==> config.mk <==
export PLATFORM = sky130hd
export DESIGN_NAME = csl_slice
export DESIGN_NICKNAME = d
export VERILOG_FILES = /design/src/include/csl_pkg.sv /design/src/rtl/csl_slice.sv
export SDC_FILE = /design/constraint.sdc
export NUM_CORES = 1
export LEC_CHECK = 0
export BUFFER_PORTS_ARGS = -buffer_cell sky130_fd_sc_hd__clkbuf_2
export CAP_MARGIN = 25
export CORE_ASPECT_RATIO = 1.2
export CORE_MARGIN = 8
export CORE_UTILIZATION = 38
export DETAILED_ROUTE_END_ITERATION = 10
export PLACE_DENSITY = 0.83
export SLEW_MARGIN = 20
export SYNTH_ARGS = -nofsm -noshare
export SYNTH_HDL_FRONTEND = slang
export SYNTH_SLANG_ARGS = --single-unit
export TNS_END_PERCENT = 1
==> constraint.sdc <==
create_clock -name clk_sys -period 8.8 [get_ports clk_sys]
set_clock_uncertainty 0.1 [all_clocks]
set_input_delay 1.76 -clock clk_sys [delete_from_list [all_inputs] [get_ports clk_sys]]
set_output_delay 1.76 -clock clk_sys [all_outputs]
set_load 0.005 [all_outputs]
==> src/include/csl_pkg.sv <==
// shared constants for the carry-select logic cell slice
package csl_pkg;
    localparam int CSL_CELLS        = 10;
    localparam int CSL_SEG_CELLS    = 5;
    localparam int CSL_LUT_INPUTS   = 4;
    localparam int CSL_LUT_BITS     = 16;
    localparam int CSL_ROW_CLOCKS   = 8;
    localparam int CSL_SEL_W        = 4;
    localparam logic [3:0] CSL_SEL_LOCAL = 4'h8;
    localparam logic CSL_REG_RESET  = 1'b0;
endpackage : csl_pkg

==> src/rtl/csl_slice.sv <==
// ten-cell logic array block slice with carry-select chain
`timescale 1ns/1ps
`default_nettype none

// How it works
// - each cell has a sixteen-entry lookup table over four inputs
// - each cell has one storage register; output always passes the output register, one or two stages
// - block-wide add_sub selects addition or subtraction at run time
// - add_sub enters as carry only at the first cell of a chain
// - arithmetic cells compute carry for carry-in one and zero; the sum uses the selected carry-in
// - within a segment, both precomputed carries pass to the next higher cell and its sum
// - a chain may start at any cell, marked by a per-cell start bit
// - block carry-in selects precomputed carries; regenerated at cells five and ten
// - block controls come from eight row clock lines or local routing
module csl_slice
    import csl_pkg::*;
#(
    parameter int CELLS    = CSL_CELLS,
    parameter int SEG_CELLS = CSL_SEG_CELLS
) (
    // clock and reset
    input  wire logic                          clk_sys,
    input  wire logic                          nrst,
    // configuration
    input  wire logic [CELLS*CSL_LUT_BITS-1:0] lut_mask,
    input  wire logic [CELLS-1:0]              arith_mode,
    input  wire logic [CELLS-1:0]              chain_start,
    input  wire logic [CELLS-1:0]              use_register,
    input  wire logic [CSL_SEL_W-1:0]          add_sub_source,
    // block-wide control sources
    input  wire logic [CSL_ROW_CLOCKS-1:0]     row_clock,
    input  wire logic                          local_add_sub,
    // cell data
    input  wire logic [CELLS*CSL_LUT_INPUTS-1:0] cell_in,
    input  wire logic                          block_carry_in,
    // results
    output logic [CELLS-1:0]                   cell_out,
    output logic                               block_carry_out
);
    // refuse shapes the two-segment carry select cannot serve
    if (SEG_CELLS < 1) begin : g_bad_seg
        $error("csl_slice: SEG_CELLS must be at least one");
    end
    if (CELLS != 2 * SEG_CELLS) begin : g_bad_cells
        $error("csl_slice: CELLS must be two segments of SEG_CELLS");
    end
    if (CSL_SEL_W < 4 || CSL_ROW_CLOCKS != 8) begin : g_bad_sel
        $error("csl_slice: control select needs four bits and eight row lines");
    end
    if (CSL_LUT_BITS != (1 << CSL_LUT_INPUTS)) begin : g_bad_lut
        $error("csl_slice: lookup mask must cover every input pattern");
    end

    // one cell lookup: the four inputs address the sixteen-entry mask
    function automatic logic lut_eval(input logic [CSL_LUT_BITS-1:0] mask,
                                      input logic [CSL_LUT_INPUTS-1:0] sel);
        lut_eval = mask[sel];
    endfunction

    // carry out of one full-adder bit
    function automatic logic carry_of(input logic a,
                                      input logic bx,
                                      input logic cin);
        carry_of = (a & bx) | (cin & (a ^ bx));
    endfunction

    logic add_sub;
    logic [CELLS-1:0] c_low;   // carry_if_low chain
    logic [CELLS-1:0] c_high;  // carry_if_high chain
    logic [CELLS-1:0] cell_val;
    logic [1:0] seg_carry;
    logic [CELLS-1:0] next_cell_out;
    logic next_block_carry_out;

    // block control select: code eight is local routing, others a row line
    function automatic logic pick_control(input logic [CSL_SEL_W-1:0]      code,
                                          input logic [CSL_ROW_CLOCKS-1:0] rows,
                                          input logic                      local_line);
        if (code == CSL_SEL_LOCAL)
            pick_control = local_line;
        else
            pick_control = rows[code[2:0]];
    endfunction

    always_comb begin
        add_sub = pick_control(add_sub_source, row_clock, local_add_sub);
    end

    // per-cell lookup, dual carry precompute and carry select
    genvar g;
    generate
        for (g = 0; g < CELLS; g++) begin : g_cell
            logic [CSL_LUT_INPUTS-1:0] ins;
            logic [CSL_LUT_BITS-1:0]   mask;
            logic                      a;
            logic                      b;
            logic                      bx;
            logic                      prev_low;
            logic                      prev_high;
            logic                      seg_in;
            logic                      cin_low;
            logic                      cin_high;
            logic                      cin_sel;
            logic                      carry_low;
            logic                      carry_high;
            logic                      sum_bit;
            logic                      cell_bit;

            assign ins  = cell_in[g*CSL_LUT_INPUTS +: CSL_LUT_INPUTS];
            assign mask = lut_mask[g*CSL_LUT_BITS +: CSL_LUT_BITS];
            assign a    = ins[0];
            assign b    = ins[1];
            assign bx   = b ^ add_sub;

            // carries arriving from the cell below; a segment head has none
            if (g % SEG_CELLS == 0) begin : g_head
                assign prev_low  = 1'b0;
                assign prev_high = 1'b1;
            end else begin : g_body
                assign prev_low  = c_low[g-1];
                assign prev_high = c_high[g-1];
            end

            // first segment follows the block carry, the second the regenerated one
            if (g < SEG_CELLS) begin : g_seg_lo
                assign seg_in = block_carry_in;
            end else begin : g_seg_hi
                assign seg_in = seg_carry[0];
            end

            always_comb begin
                // a fresh chain is seeded by add_sub on both precomputed paths
                if (chain_start[g]) begin
                    cin_low  = add_sub;
                    cin_high = add_sub;
                end else begin
                    cin_low  = prev_low;
                    cin_high = prev_high;
                end
                carry_low  = carry_of(a, bx, cin_low);
                carry_high = carry_of(a, bx, cin_high);
                cin_sel    = seg_in ? cin_high : cin_low;
                sum_bit    = a ^ bx ^ cin_sel;
                if (arith_mode[g]) begin
                    cell_bit = sum_bit;
                end else begin
                    cell_bit = lut_eval(mask, ins);
                end
            end

            // carries handed to the next higher cell
            assign c_low[g]    = carry_low;
            assign c_high[g]   = carry_high;
            assign cell_val[g] = cell_bit;
        end
    endgenerate

    // carry regenerated at each segment end (fifth and tenth cell)
    generate
        for (genvar s = 0; s < 2; s++) begin : g_seg
            logic seg_sel;
            if (s == 0) begin : g_first
                assign seg_sel = block_carry_in;
            end else begin : g_next
                assign seg_sel = seg_carry[s-1];
            end
            assign seg_carry[s] = seg_sel ? c_high[(s+1)*SEG_CELLS-1] : c_low[(s+1)*SEG_CELLS-1];
        end
    endgenerate

    // storage register group, one register per cell
    logic [CELLS-1:0] cell_reg;
    generate
        for (genvar r = 0; r < CELLS; r++) begin : g_store
            logic stored;
            logic next_stored;

            always_comb begin
                next_stored = cell_val[r];
            end

            always_ff @(posedge clk_sys) begin
                if (!nrst) begin
                    stored <= CSL_REG_RESET;
                end else begin
                    stored <= next_stored;
                end
            end

            assign cell_reg[r] = stored;
        end
    endgenerate

    // block carry-out group: regenerated carry of the tenth cell
    always_comb begin
        next_block_carry_out = seg_carry[1];
    end

    always_ff @(posedge clk_sys) begin
        if (!nrst) begin
            block_carry_out <= 1'b0;
        end else begin
            block_carry_out <= next_block_carry_out;
        end
    end

    // output group: registered cells show a second stage, others one
    always_comb begin
        for (int i = 0; i < CELLS; i++) begin
            next_cell_out[i] = use_register[i] ? cell_reg[i] : cell_val[i];
        end
    end

    always_ff @(posedge clk_sys) begin
        if (!nrst) begin
            cell_out <= '0;
        end else begin
            cell_out <= next_cell_out;
        end
    end
endmodule : csl_slice

`default_nettype wire

==> results by group, run 1 <==
Outcome
  – Status: complete, no violations

Pwr
  – Clk pwr share: 14.4%
  – Sw Ratio: 33.3%
  – LEAKAGE: 2.05 nW
  – Power Dens Cells: 101 mW/mm^2
  – Peak VDD IR: 72.7 uV
  – Seq pwr share: 26.9%
  – Logic pwr share: 58.8%
  – Int Power: 0.282 mW
  – Switching power of the nets: 0.141 mW

Worst setup path
  – Setup crit start kind: input pin
  – CP arrival: 7140 ps
  – Worst R2R Start: g_store[7].stored
  – Crit-path max cell delay: 530 ps
  – Worst Setup SP: add_sub_source[0]
  – Slowest CP cell: fa_1
  – Kind of critical path: input pin to flop
  – Max Fanout on Critical Path: 23
  – CP Data Required Time: 8850 ps
  – Worst Setup End Kind: flop
  – CP cell instances: clkbuf_2 > mux4_2 > and2_4 > a21oi_2 > buf_4 > xnor2_1 > ha_1 > or3_1 > o311ai_2 > a2bb2oi_2 > nor2_1 > a21oi_1 > o21ai_0 > fa_1 > or3_1 > nor4_1 > a211oi_1 > a211oi_1 > a21oi_1 > fa_1 > mux2i_1 > o21ai_0 > and2_1

STA
  – Setup WS post-layout: 1710 ps
  – Tmin final: 7090 ps
  – Slew @ Worst Pin: 385 ps
  – Period utilisation layout: 80.6%
  – Slew HR: 74.3%
  – Max-slew violation count: 0
  – Hold Fails Final Rpt: 0
  – F_max: 0.141 GHz
  – RSZ-0062 raised after global routing: false
  – Final setup TNS: 0 ps
  – Final Setup Violations: 0

Die
  – Cell Rows: 34
  – Die Ht: 109 microns
  – Initial Util: 38.6%
  – Ports: 257
  – Die area: 0.0102 sq mm
  – Core Region: 0.00715 sq mm
  – Die W: 93.7 microns

Global routing
  – Initial antenna violation count: 0
  – Grt total ovfl: 0
  – First-pass GRT wire length: 16600 microns
  – Total global-route track usage: 19.8%
  – Vias in the first global route: 3611
  – Pin count of the biggest net entering global routing: 24

Final layout
  – Layout Cells excl Fill: 583
  – Footprint of the multi-input gates: 0.00228 sq mm
  – Layout cell share with drive strength beyond 1: 65.5%
  – N_diodes: 0
  – Reg area: 420 sq um
  – Final layout net count: 750
  – Fill cells: 654
  – Design area: 0.00417 sq mm
  – Syn-to-layout area delta: 51.5%

Yosys
  – Synthesis Warnings: 0
  – Largest area contributor in the netlist: mux4_2
  – FFs w/ async S/R, synth: 0%
  – Top cells by count, synth: mux4_2, dfxtp_1, a21oi_1
  – Number of synthesized flops with an enable pin: 0
  – Synth area leaders: mux4_2, dfxtp_1, xnor2_1
  – Most common cell in the synthesized netlist: mux4_2
  – Netlist cell types: 52
  – Syn nets: 493
  – Share of the synthesized area in the top cell type: 41.7%
  – FF+latch count, synth: 21
  – Main flop type after synthesis: dfxtp_1
  – Post-Syn Area per Cell: 11.6 sq um
  – Cell Area, Synth: 0.00276 sq mm
  – Register area share after synthesis: 15.3%
  – Post-Syn Instances: 237

Clock tree
  – CTS resizes: 0
  – Clock Sinks: 21
  – Setup repair bufs after CTS: 0
  – CTS Buffer Depth: 2
  – H-tree levels: 1
  – Hold Buf Count CTS: 0
  – Number of buffers created by CTS: 3
  – Clock latency on the worst-skew pair: 250 ps
  – Clock-pin slew of the registers on the worst-case setup and hold paths: 80 ps
  – CTS tree: done
  – CTS Root Cell: clkbuf_8

Flow run
  – Max-cap violation count: 0

Routing
  – Post-route DRC: 0
  – 1st-iter DRT viols: 134
  – Detailed Route WL: 10700 microns
  – DR vias/cell: 5.40
  – Drt pass-1 iters: 4
  – Via Count: 3148
  – Wire per inst: 18.3 microns
  – Post-route ant nets: 0

Place
  – Area after DPL: 0.00413 sq mm
  – Port bufs: 256
  – Dpl cells: 579
  – GPL Wtd Cong: 0.850
  – DPL Wire Length: 9960 microns
  – Pre-CTS setup slack: 1440 ps

Hold path
  – Worst min path class: flop to flop
  – Min-delay src: g_store[3].stored
-- cell families after synthesis --
logic type / count (synthesis) / share of synthesized area [%]
AND/OR/NAND/NOR: 59 / 11.4
adder cells (fa/ha/maj): 10 / 5.09
XOR/XNOR: 18 / 5.72
flip-flops: 21 / 15.3
multiplexers: 60 / 45.0
AO/OA/AOI/OAI: 58 / 15.7
buffers and inverters: 11 / 1.86
-- metal layers --
metal | share of wire, % | GRT usage [%]
met5 | 0 | 0
met3 | 9.2 | 5.37
met1 | 36 | 21.8
met2 | 55 | 37.7
met4 | 0.34 | 2.38
-- critical path: cells and delay by family --
family,cells,cell delay (ps)
muxes,2,720
adders and majority gates,3,1290
and+or+nand+nor,6,1500
AOI/OAI and AO/OA,9,1260
buffers and inverters,2,430
xor gates and xnor gates,1,160
-- cell usage in the layout, fill, tap and decap left out, types with 2 or more instances in the layout --
master / n
clkbuf_2: 256
mux4_2: 51
dfxtp_1: 21
a21oi_1: 16
xnor2_1: 15
nor2_1: 14
o21ai_0: 11
nand2_1: 10
mux2i_1: 8
and2_1: 8
ha_1: 8
inv_1: 6
nor2b_1: 6
or3_1: 4
nand2b_1: 4
nor3b_1: 3
a31oi_1: 3
o211ai_1: 3
xor2_1: 3
clkbuf_8: 3
a21boi_1: 2
nor4_1: 2
a211oi_1: 2
nor3_1: 2
o21ai_1: 2
nand3_1: 2
fa_1: 2
-- cell type report --
type | instances | area share, %
Tap cell | 90 | 2.70
Inverter | 6 | 0.540
Timing Repair Buffer | 257 | 30.9
Sequential cell | 21 | 10.1
Clock inverter | 1 | 0.120
Multi-Input combinational cell | 205 | 54.7
Clock buffer | 3 | 0.989
-- per-stage QoR --
step                power, mW  hold slack (ps)  util (%)
floorplan               0.265              316         -
global placement        0.355              323      57.8
finish                  0.423              342      58.4
detailed placement      0.365              338      57.8
CTS                     0.426              346      58.4
global route            0.454              382      58.4
-- flip-flops by register name (all words and copies together), names as in the netlist --
register / cells
block_carry_out: 1
cell_out: 10
g_store.stored: 10
-- power by group through the flow --
stage	registers (mW)	logic, mW	clock network, mW
5_1_grt	0.115	0.273	0.0657
4_1_cts	0.114	0.250	0.0622
6_report	0.114	0.248	0.0607
2_1_floorplan	0.116	0.149	0
3_5_place_dp	0.116	0.250	0
3_3_place_gp	0.115	0.240	0
-- path summary, 6_finish.rpt --
check / cells past startpoint / end / slack [ps]
worst min-delay path: 2 / cell_out[3] / 340
worst max-delay path: 23 / cell_out[9] / 1710
worst min register to register: 2 / cell_out[3] / 340
worst max register to register: 2 / cell_out[7] / 7970
No activity file was read; power rests on OpenSTA's default activity.
==> run 2, diff against run 1 <==
--- a/config.mk
+++ b/config.mk
@@ -9,9 +9,9 @@
 export CAP_MARGIN = 25
 export CORE_ASPECT_RATIO = 1.2
 export CORE_MARGIN = 8
-export CORE_UTILIZATION = 38
+export CORE_UTILIZATION = 34
 export DETAILED_ROUTE_END_ITERATION = 10
-export PLACE_DENSITY = 0.83
+export PLACE_DENSITY = 0.78
 export SLEW_MARGIN = 20
 export SYNTH_ARGS = -nofsm -noshare
 export SYNTH_HDL_FRONTEND = slang
==> constraint.sdc (replaced) <==
create_clock -name clk_sys -period 5.9 [get_ports clk_sys]
set_clock_uncertainty 0.1 [all_clocks]
set_input_delay 1.18 -clock clk_sys [delete_from_list [all_inputs] [get_ports clk_sys]]
set_output_delay 1.18 -clock clk_sys [all_outputs]
set_load 0.005 [all_outputs]
==> results by group, run 2 (same netlist as run 1, synthesis figures left out) <==
Final layout
  – Most common cell after layout, fill and taps aside: clkbuf_2
  – Syn-to-layout area delta: 59.4%
  – N_diodes: 0 (unchanged)
  – Most frequent cells in the layout: clkbuf_2, mux4_2, dfxtp_1
  – Layout cell share with drive strength beyond 1: 69.3% (+3.8 points)
  – Top Registers: cell_out x10, g_store.stored x10, block_carry_out x1
  – Fill cells: 738 (+13%)
  – Final layout net count: 765 (+2.0%)

Place
  – DPL Wire Length: 9740 microns (-2.2%)
  – Pre-CTS setup slack: -102 ps (-1540 ps)
  – GPL Wtd Cong: 0.856 (+0.64%)
  – Port bufs: 256 (unchanged)

Global routing
  – Vias in the first global route: 3734 (+3.4%)
  – Pin count of the biggest net entering global routing: 23 (-4.2%)
  – Total global-route track usage: 18.1% (-1.8 points)
  – First-pass GRT wire length: 16800 microns (+1.2%)
  – Initial antenna violation count: 0 (unchanged)
  – Grt total ovfl: 0 (unchanged)

STA
  – Slew @ Worst Pin: 540 ps (+155 ps)
  – Hold Fails Final Rpt: 0 (unchanged)
  – Final setup TNS: 0 ps (unchanged)
  – Slew HR: 64.0% (-10 points)
  – Period utilisation layout: 97.8%
  – Max-slew violation count: 0 (unchanged)
  – Tmin final: 5770 ps
  – Final Setup Violations: 0 (unchanged)
  – Setup WS post-layout: 133 ps (-1580 ps)
  – F_max: 0.173 GHz

Die
  – Cell Rows: 36 (+5.9%)
  – Die Ht: 115 microns (+4.9%)
  – Ports: 257 (unchanged)
  – Initial Util: 34.4% (-4.2 points)
  – Die W: 98.2 microns (+4.7%)
  – Core Region: 0.00802 sq mm (+12%)
  – Die area: 0.0113 sq mm (+9.9%)

Worst setup path
  – RR Endpoint: cell_out[7]
  – R2R setup slack: 5090 ps (-2880 ps)
  – Max Fanout on Critical Path: 5 (-78%)
  – Worst Setup End Kind: flop
  – CP cell instances: clkbuf_2 > mux4_2 > and2_4 > a21oi_4 > xnor2_1 > ha_1 > o21ai_0 > nand2b_1 > a41oi_2 > o221a_2 > nor2_1 > a21oi_2 > o21ai_2 > fa_2 > or3_4 > nor4_4 > a211oi_2 > a211oi_2 > a21oi_2 > fa_1 > mux2i_1 > o21ai_1 > and2_1
  – Crit-path max cell delay: 490 ps (-40 ps)
  – Worst R2R Start: g_store[7].stored
  – Setup crit start kind: input pin
  – CP arrival: 5820 ps (-1320 ps)
  – CP Data Required Time: 5960 ps (-2890 ps)
  – Worst Reg-to-Reg Cells: 2 (unchanged)
  – Slowest CP cell: mux4_2
  – Kind of critical path: input pin to flop

Routing
  – 1st-iter DRT viols: 117 (-13%)
  – Via Count: 3179 (+0.98%)
  – Detailed Route WL: 10800 microns (+1.2%)
  – Wire per inst: 17.9 microns (-2.2%)
  – Post-route DRC: 0 (unchanged)
  – DR vias/cell: 5.27 (-2.4%)
  – Post-route ant nets: 0 (unchanged)
  – Drt pass-1 iters: 4 (unchanged)

Pwr
  – Power Dens Cells: 155 mW/mm^2 (+53%)
  – LEAKAGE: 2.14 nW (+4.4%)
  – Peak VDD IR: 58.8 uV (-19%)

Outcome
  – Status: complete, no violations

Clock tree
  – CTS tree: done
  – Clock-pin slew of the registers on the worst-case setup and hold paths: 80 ps (about the same)
  – Clock latency on the worst-skew pair: 260 ps (about the same)
  – Number of buffers created by CTS: 3 (unchanged)
  – CTS Root Cell: clkbuf_8
  – Hold Buf Count CTS: 0 (unchanged)
  – Clock Sinks: 21 (unchanged)
  – CTS Buffer Depth: 2 (unchanged)
  – H-tree levels: 1 (unchanged)

Flow run
  – Max-cap violation count: 0 (unchanged)

Hold path
  – WHS Path Cells: 2 (unchanged)
  – Worst min path class: flop to flop
  – Hold Path Sink: cell_out[3]
  – Min-delay src: g_store[3].stored
## run 2: area by class of cell
class	instances	area [sq um]	share of cell area, %
Inverter	6	22.5	0.513
Sequential cell	21	420	9.58
Timing Repair Buffer	272	1410	32.0
Tap cell	95	119	2.71
Clock buffer	3	41.3	0.940
Clock inverter	1	5.00	0.114
Multi-Input combinational cell	205	2380	54.1
## run 2: worst max-delay path by stage
stage,start,to,slack [ps],depth (start not counted)
6_report,add_sub_source[0],cell_out[9],130,23
3_3_place_gp,add_sub_source[0],cell_out[9],20,22
3_5_place_dp,add_sub_source[0],cell_out[9],-100,23
2_1_floorplan,add_sub_source[0],cell_out[9],-10,23
4_1_cts,add_sub_source[0],cell_out[9],170,23
5_1_grt,add_sub_source[0],cell_out[9],-90,23
## run 2: routing by layer
layer	vias up	part of all wire [%]	global-route usage (%)
li1	1528	-	-
met1	1503	37	19.0
met2	136	55	34.4
met3	12	7.0	4.93
met4	0	1.3	4.62
met5	-	0	0
## run 2: critical path: cells and delay by family
kind,cells,cell delay [ps]
and+or+nand+nor,6,1120
muxes,2,680
buffers and inverters,1,110
xor gates and xnor gates,1,100
adders and majority gates,3,1020
AOI/OAI and AO/OA,10,1610
## run 2: timing repair
action	in CTS	in global routing
endpoints found under the hold margin	0	0
resized for setup	0	16
endpoints found under the setup margin	0	2
setup buffers	0	4
## run 2: power breakdown
part	internal, mW	total (mW)	switching (mW)
Clock	0.0470	0.0971	0.0501
Combinational	0.239	0.416	0.177
Sequential	0.163	0.169	0.00559
## run 2: stage by stage
stage	power, mW	area [sq um]	util (%)	std cells	hold WS [ps]
global placement	0.548	4230	52.7	595	327
finish	0.682	4390	54.8	603	354
CTS	0.660	4270	53.3	599	357
floorplan	0.400	2780	-	237	316
global route	0.735	4390	54.8	603	393
detailed placement	0.561	4230	52.7	595	342
==> run 3, diff against run 2 <==
--- a/config.mk
+++ b/config.mk
@@ -7,11 +7,11 @@
 export LEC_CHECK = 0
 export BUFFER_PORTS_ARGS = -buffer_cell sky130_fd_sc_hd__clkbuf_2
 export CAP_MARGIN = 25
-export CORE_ASPECT_RATIO = 1.2
-export CORE_MARGIN = 8
-export CORE_UTILIZATION = 34
+export CORE_AREA = 2 2 99 101
 export DETAILED_ROUTE_END_ITERATION = 10
-export PLACE_DENSITY = 0.78
+export DIE_AREA = 0 0 101 103
+export PLACE_DENSITY = 0.69
+export SKIP_CTS_REPAIR_TIMING = 1
 export SLEW_MARGIN = 20
 export SYNTH_ARGS = -nofsm -noshare
 export SYNTH_HDL_FRONTEND = slang
==> results by group, run 3 (same netlist as run 1, synthesis figures left out) <==
Outcome
  – Status: complete, no violations

Hold path
  – Worst min path class: flop to flop

Die
  – Die W: 101 microns (+2.9%)
  – Die area: 0.0104 sq mm (-7.5%)
  – Core Region: 0.00946 sq mm (+18%)
  – Ports: 257 (unchanged)
  – Cell Rows: 36 (unchanged)
  – Initial Util: 29.1% (-5.2 points)
  – Die Ht: 103 microns (-10%)

Clock tree
  – Clock Sinks: 21 (unchanged)
  – H-tree levels: 1 (unchanged)
  – CTS tree: done
  – Clock latency on the worst-skew pair: 250 ps (about the same)
  – Clock-pin slew of the registers on the worst-case setup and hold paths: 80 ps (about the same)
  – CTS Buffer Depth: 2 (unchanged)
  – CTS Root Cell: clkbuf_8
  – Number of buffers created by CTS: 3 (unchanged)

Pwr
  – Seq pwr share: 25.2% (+0.4 points)
  – Sw Ratio: 33.6% (-0.52 points)
  – Power Dens Cells: 153 mW/mm^2 (-1.5%)
  – Int Power: 0.444 mW (-1.2%)
  – Logic pwr share: 61.1% (about the same)
  – Switching power of the nets: 0.224 mW (-3.5%)
  – Peak VDD IR: 75.9 uV (+29%)
  – LEAKAGE: 2.12 nW (-0.81%)
  – Clk pwr share: 13.7% (-0.5 points)

Place
  – Dpl cells: 612 (+2.9%)
  – GPL Wtd Cong: 0.780 (-8.8%)
  – Pre-CTS setup slack: -215 ps (-113 ps)
  – Port bufs: 256 (unchanged)
  – DPL Wire Length: 8320 microns (-15%)

Worst setup path
  – Worst Setup SP: add_sub_source[0]
  – Worst Reg-to-Reg Cells: 2 (unchanged)
  – R2R setup slack: 5080 ps (about the same)
  – Slowest CP cell: mux4_2
  – CP top delay family: compound AO/OA/AOI/OAI gates
  – Crit-path max cell delay: 490 ps (about the same)
  – RR Endpoint: cell_out[7]
  – Sum of buffers and inverters on the critical path: 1 (unchanged)
  – Setup crit start kind: input pin
  – Worst R2R Start: g_store[7].stored
  – Crit path capture: cell_out[9]
  – Worst Setup End Kind: flop
  – CP arrival: 5720 ps (-100 ps)
  – Crit path depth: 23 (unchanged)
  – CP cell instances: clkbuf_2 > mux4_2 > and2_4 > a21oi_4 > xnor2_1 > ha_1 > o21ai_0 > nand2b_1 > a41oi_2 > o221a_2 > nor2_1 > a21oi_2 > o21ai_2 > fa_2 > or3_4 > nor4_4 > a211oi_2 > a211oi_1 > a21oi_1 > fa_1 > mux2i_1 > o21ai_1 > and2_1
  – Kind of critical path: input pin to flop
  – Max Fanout on Critical Path: 5 (unchanged)
  – CP Data Required Time: 5950 ps (about the same)

STA
  – Final Setup Violations: 0 (unchanged)
  – Slew HR: 65.3% (+1.3 points)
  – Slew @ Worst Pin: 520 ps (-20.0 ps)
  – Tmin final: 5670 ps (-102 ps)
  – Final setup TNS: 0 ps (unchanged)
  – Setup WS post-layout: 234 ps (+102 ps)
  – Hold Fails Final Rpt: 0 (unchanged)
  – Max-slew violation count: 0 (unchanged)
  – Period utilisation layout: 96.0% (-1.7 points)
  – F_max: 0.176 GHz (+1.8%)

Final layout
  – Final layout net count: 762 (-0.39%)
  – Fill cells: 927 (+26%)
  – Layout Cells excl Fill: 619 (+2.7%)
  – Finished Core Util: 46.2% (-8.6 points)
  – Syn-to-layout area delta: 58.5%
  – Top Registers: cell_out x10, g_store.stored x10, block_carry_out x1
  – Layout cell share with drive strength beyond 1: 68.1% (-1.2 points)
  – Most frequent cells in the layout: clkbuf_2, mux4_2, dfxtp_1
  – N_diodes: 0 (unchanged)
  – Most common cell after layout, fill and taps aside: clkbuf_2

Global routing
  – First-pass GRT wire length: 13500 microns (-20%)
  – Grt total ovfl: 0 (unchanged)
  – Initial antenna violation count: 0 (unchanged)
  – Total global-route track usage: 16.1% (-1.9 points)
  – Vias in the first global route: 2980 (-20%)
  – Pin count of the biggest net entering global routing: 23 (unchanged)

Routing
  – Via Count: 3142 (-1.2%)
  – Wire per inst: 14.7 microns (-18%)
  – Detailed Route WL: 9120 microns (-16%)
  – 1st-iter DRT viols: 194 (+66%)
  – Post-route DRC: 0 (unchanged)
  – Post-route ant nets: 0 (unchanged)
  – DR vias/cell: 5.08 (-3.7%)
  – Drt pass-1 iters: 4 (unchanged)

Flow run
  – Max-cap violation count: 0 (unchanged)
-- run 3: layout make-up --
class	count	area (sq um)	share of cell area, %
Tap cell	114	143	3.27
Clock buffer	3	41.3	0.946
Sequential cell	21	420	9.63
Clock inverter	1	5.00	0.115
Timing Repair Buffer	269	1380	31.6
Inverter	6	22.5	0.516
Multi-Input combinational cell	205	2360	54.0
-- run 3: worst min path at each step --
stage          slack [ps]     endpoint  cells after the start               from
2_1_floorplan         320  cell_out[3]                      2  g_store[3].stored
3_3_place_gp          330  cell_out[3]                      2  g_store[3].stored
3_5_place_dp          330  cell_out[2]                      2  g_store[2].stored
4_1_cts               340  cell_out[3]                      2  g_store[3].stored
5_1_grt               350  cell_out[3]                      2  g_store[3].stored
6_report              340  cell_out[3]                      2  g_store[3].stored
-- run 3: power by group through the flow --
| stage | Clock (mW) | Sequential [mW] | Combinational (mW) |
|---|---|---|---|
| 3_3_place_gp | 0 | 0.171 | 0.381 |
| 4_1_cts | 0.0948 | 0.169 | 0.394 |
| 3_5_place_dp | 0 | 0.172 | 0.392 |
| 2_1_floorplan | 0 | 0.172 | 0.228 |
| 5_1_grt | 0.101 | 0.170 | 0.452 |
| 6_report | 0.0917 | 0.168 | 0.408 |
-- run 3: metrics by stage --
step,hold slack (ps),instance area [sq um],power [mW]
2_1_floorplan,316,2780,0.400
3_3_place_gp,327,4240,0.552
3_5_place_dp,331,4240,0.564
4_1_cts,344,4280,0.657
5_1_grt,347,4370,0.723
6_report,338,4370,0.668
-- run 3: worst reg2reg max path, stage by stage, from the launching register on --
cell	delay, ps
dfxtp_1	300
and3_1	130
a31o_1	180
-- run 3: metal layers --
metal  global-route usage (%)  routed length (microns)
met4                     2.39                       36
met3                     2.31                      628
met2                     29.8                     4840
met1                     20.4                     3620
met5                        0                        0
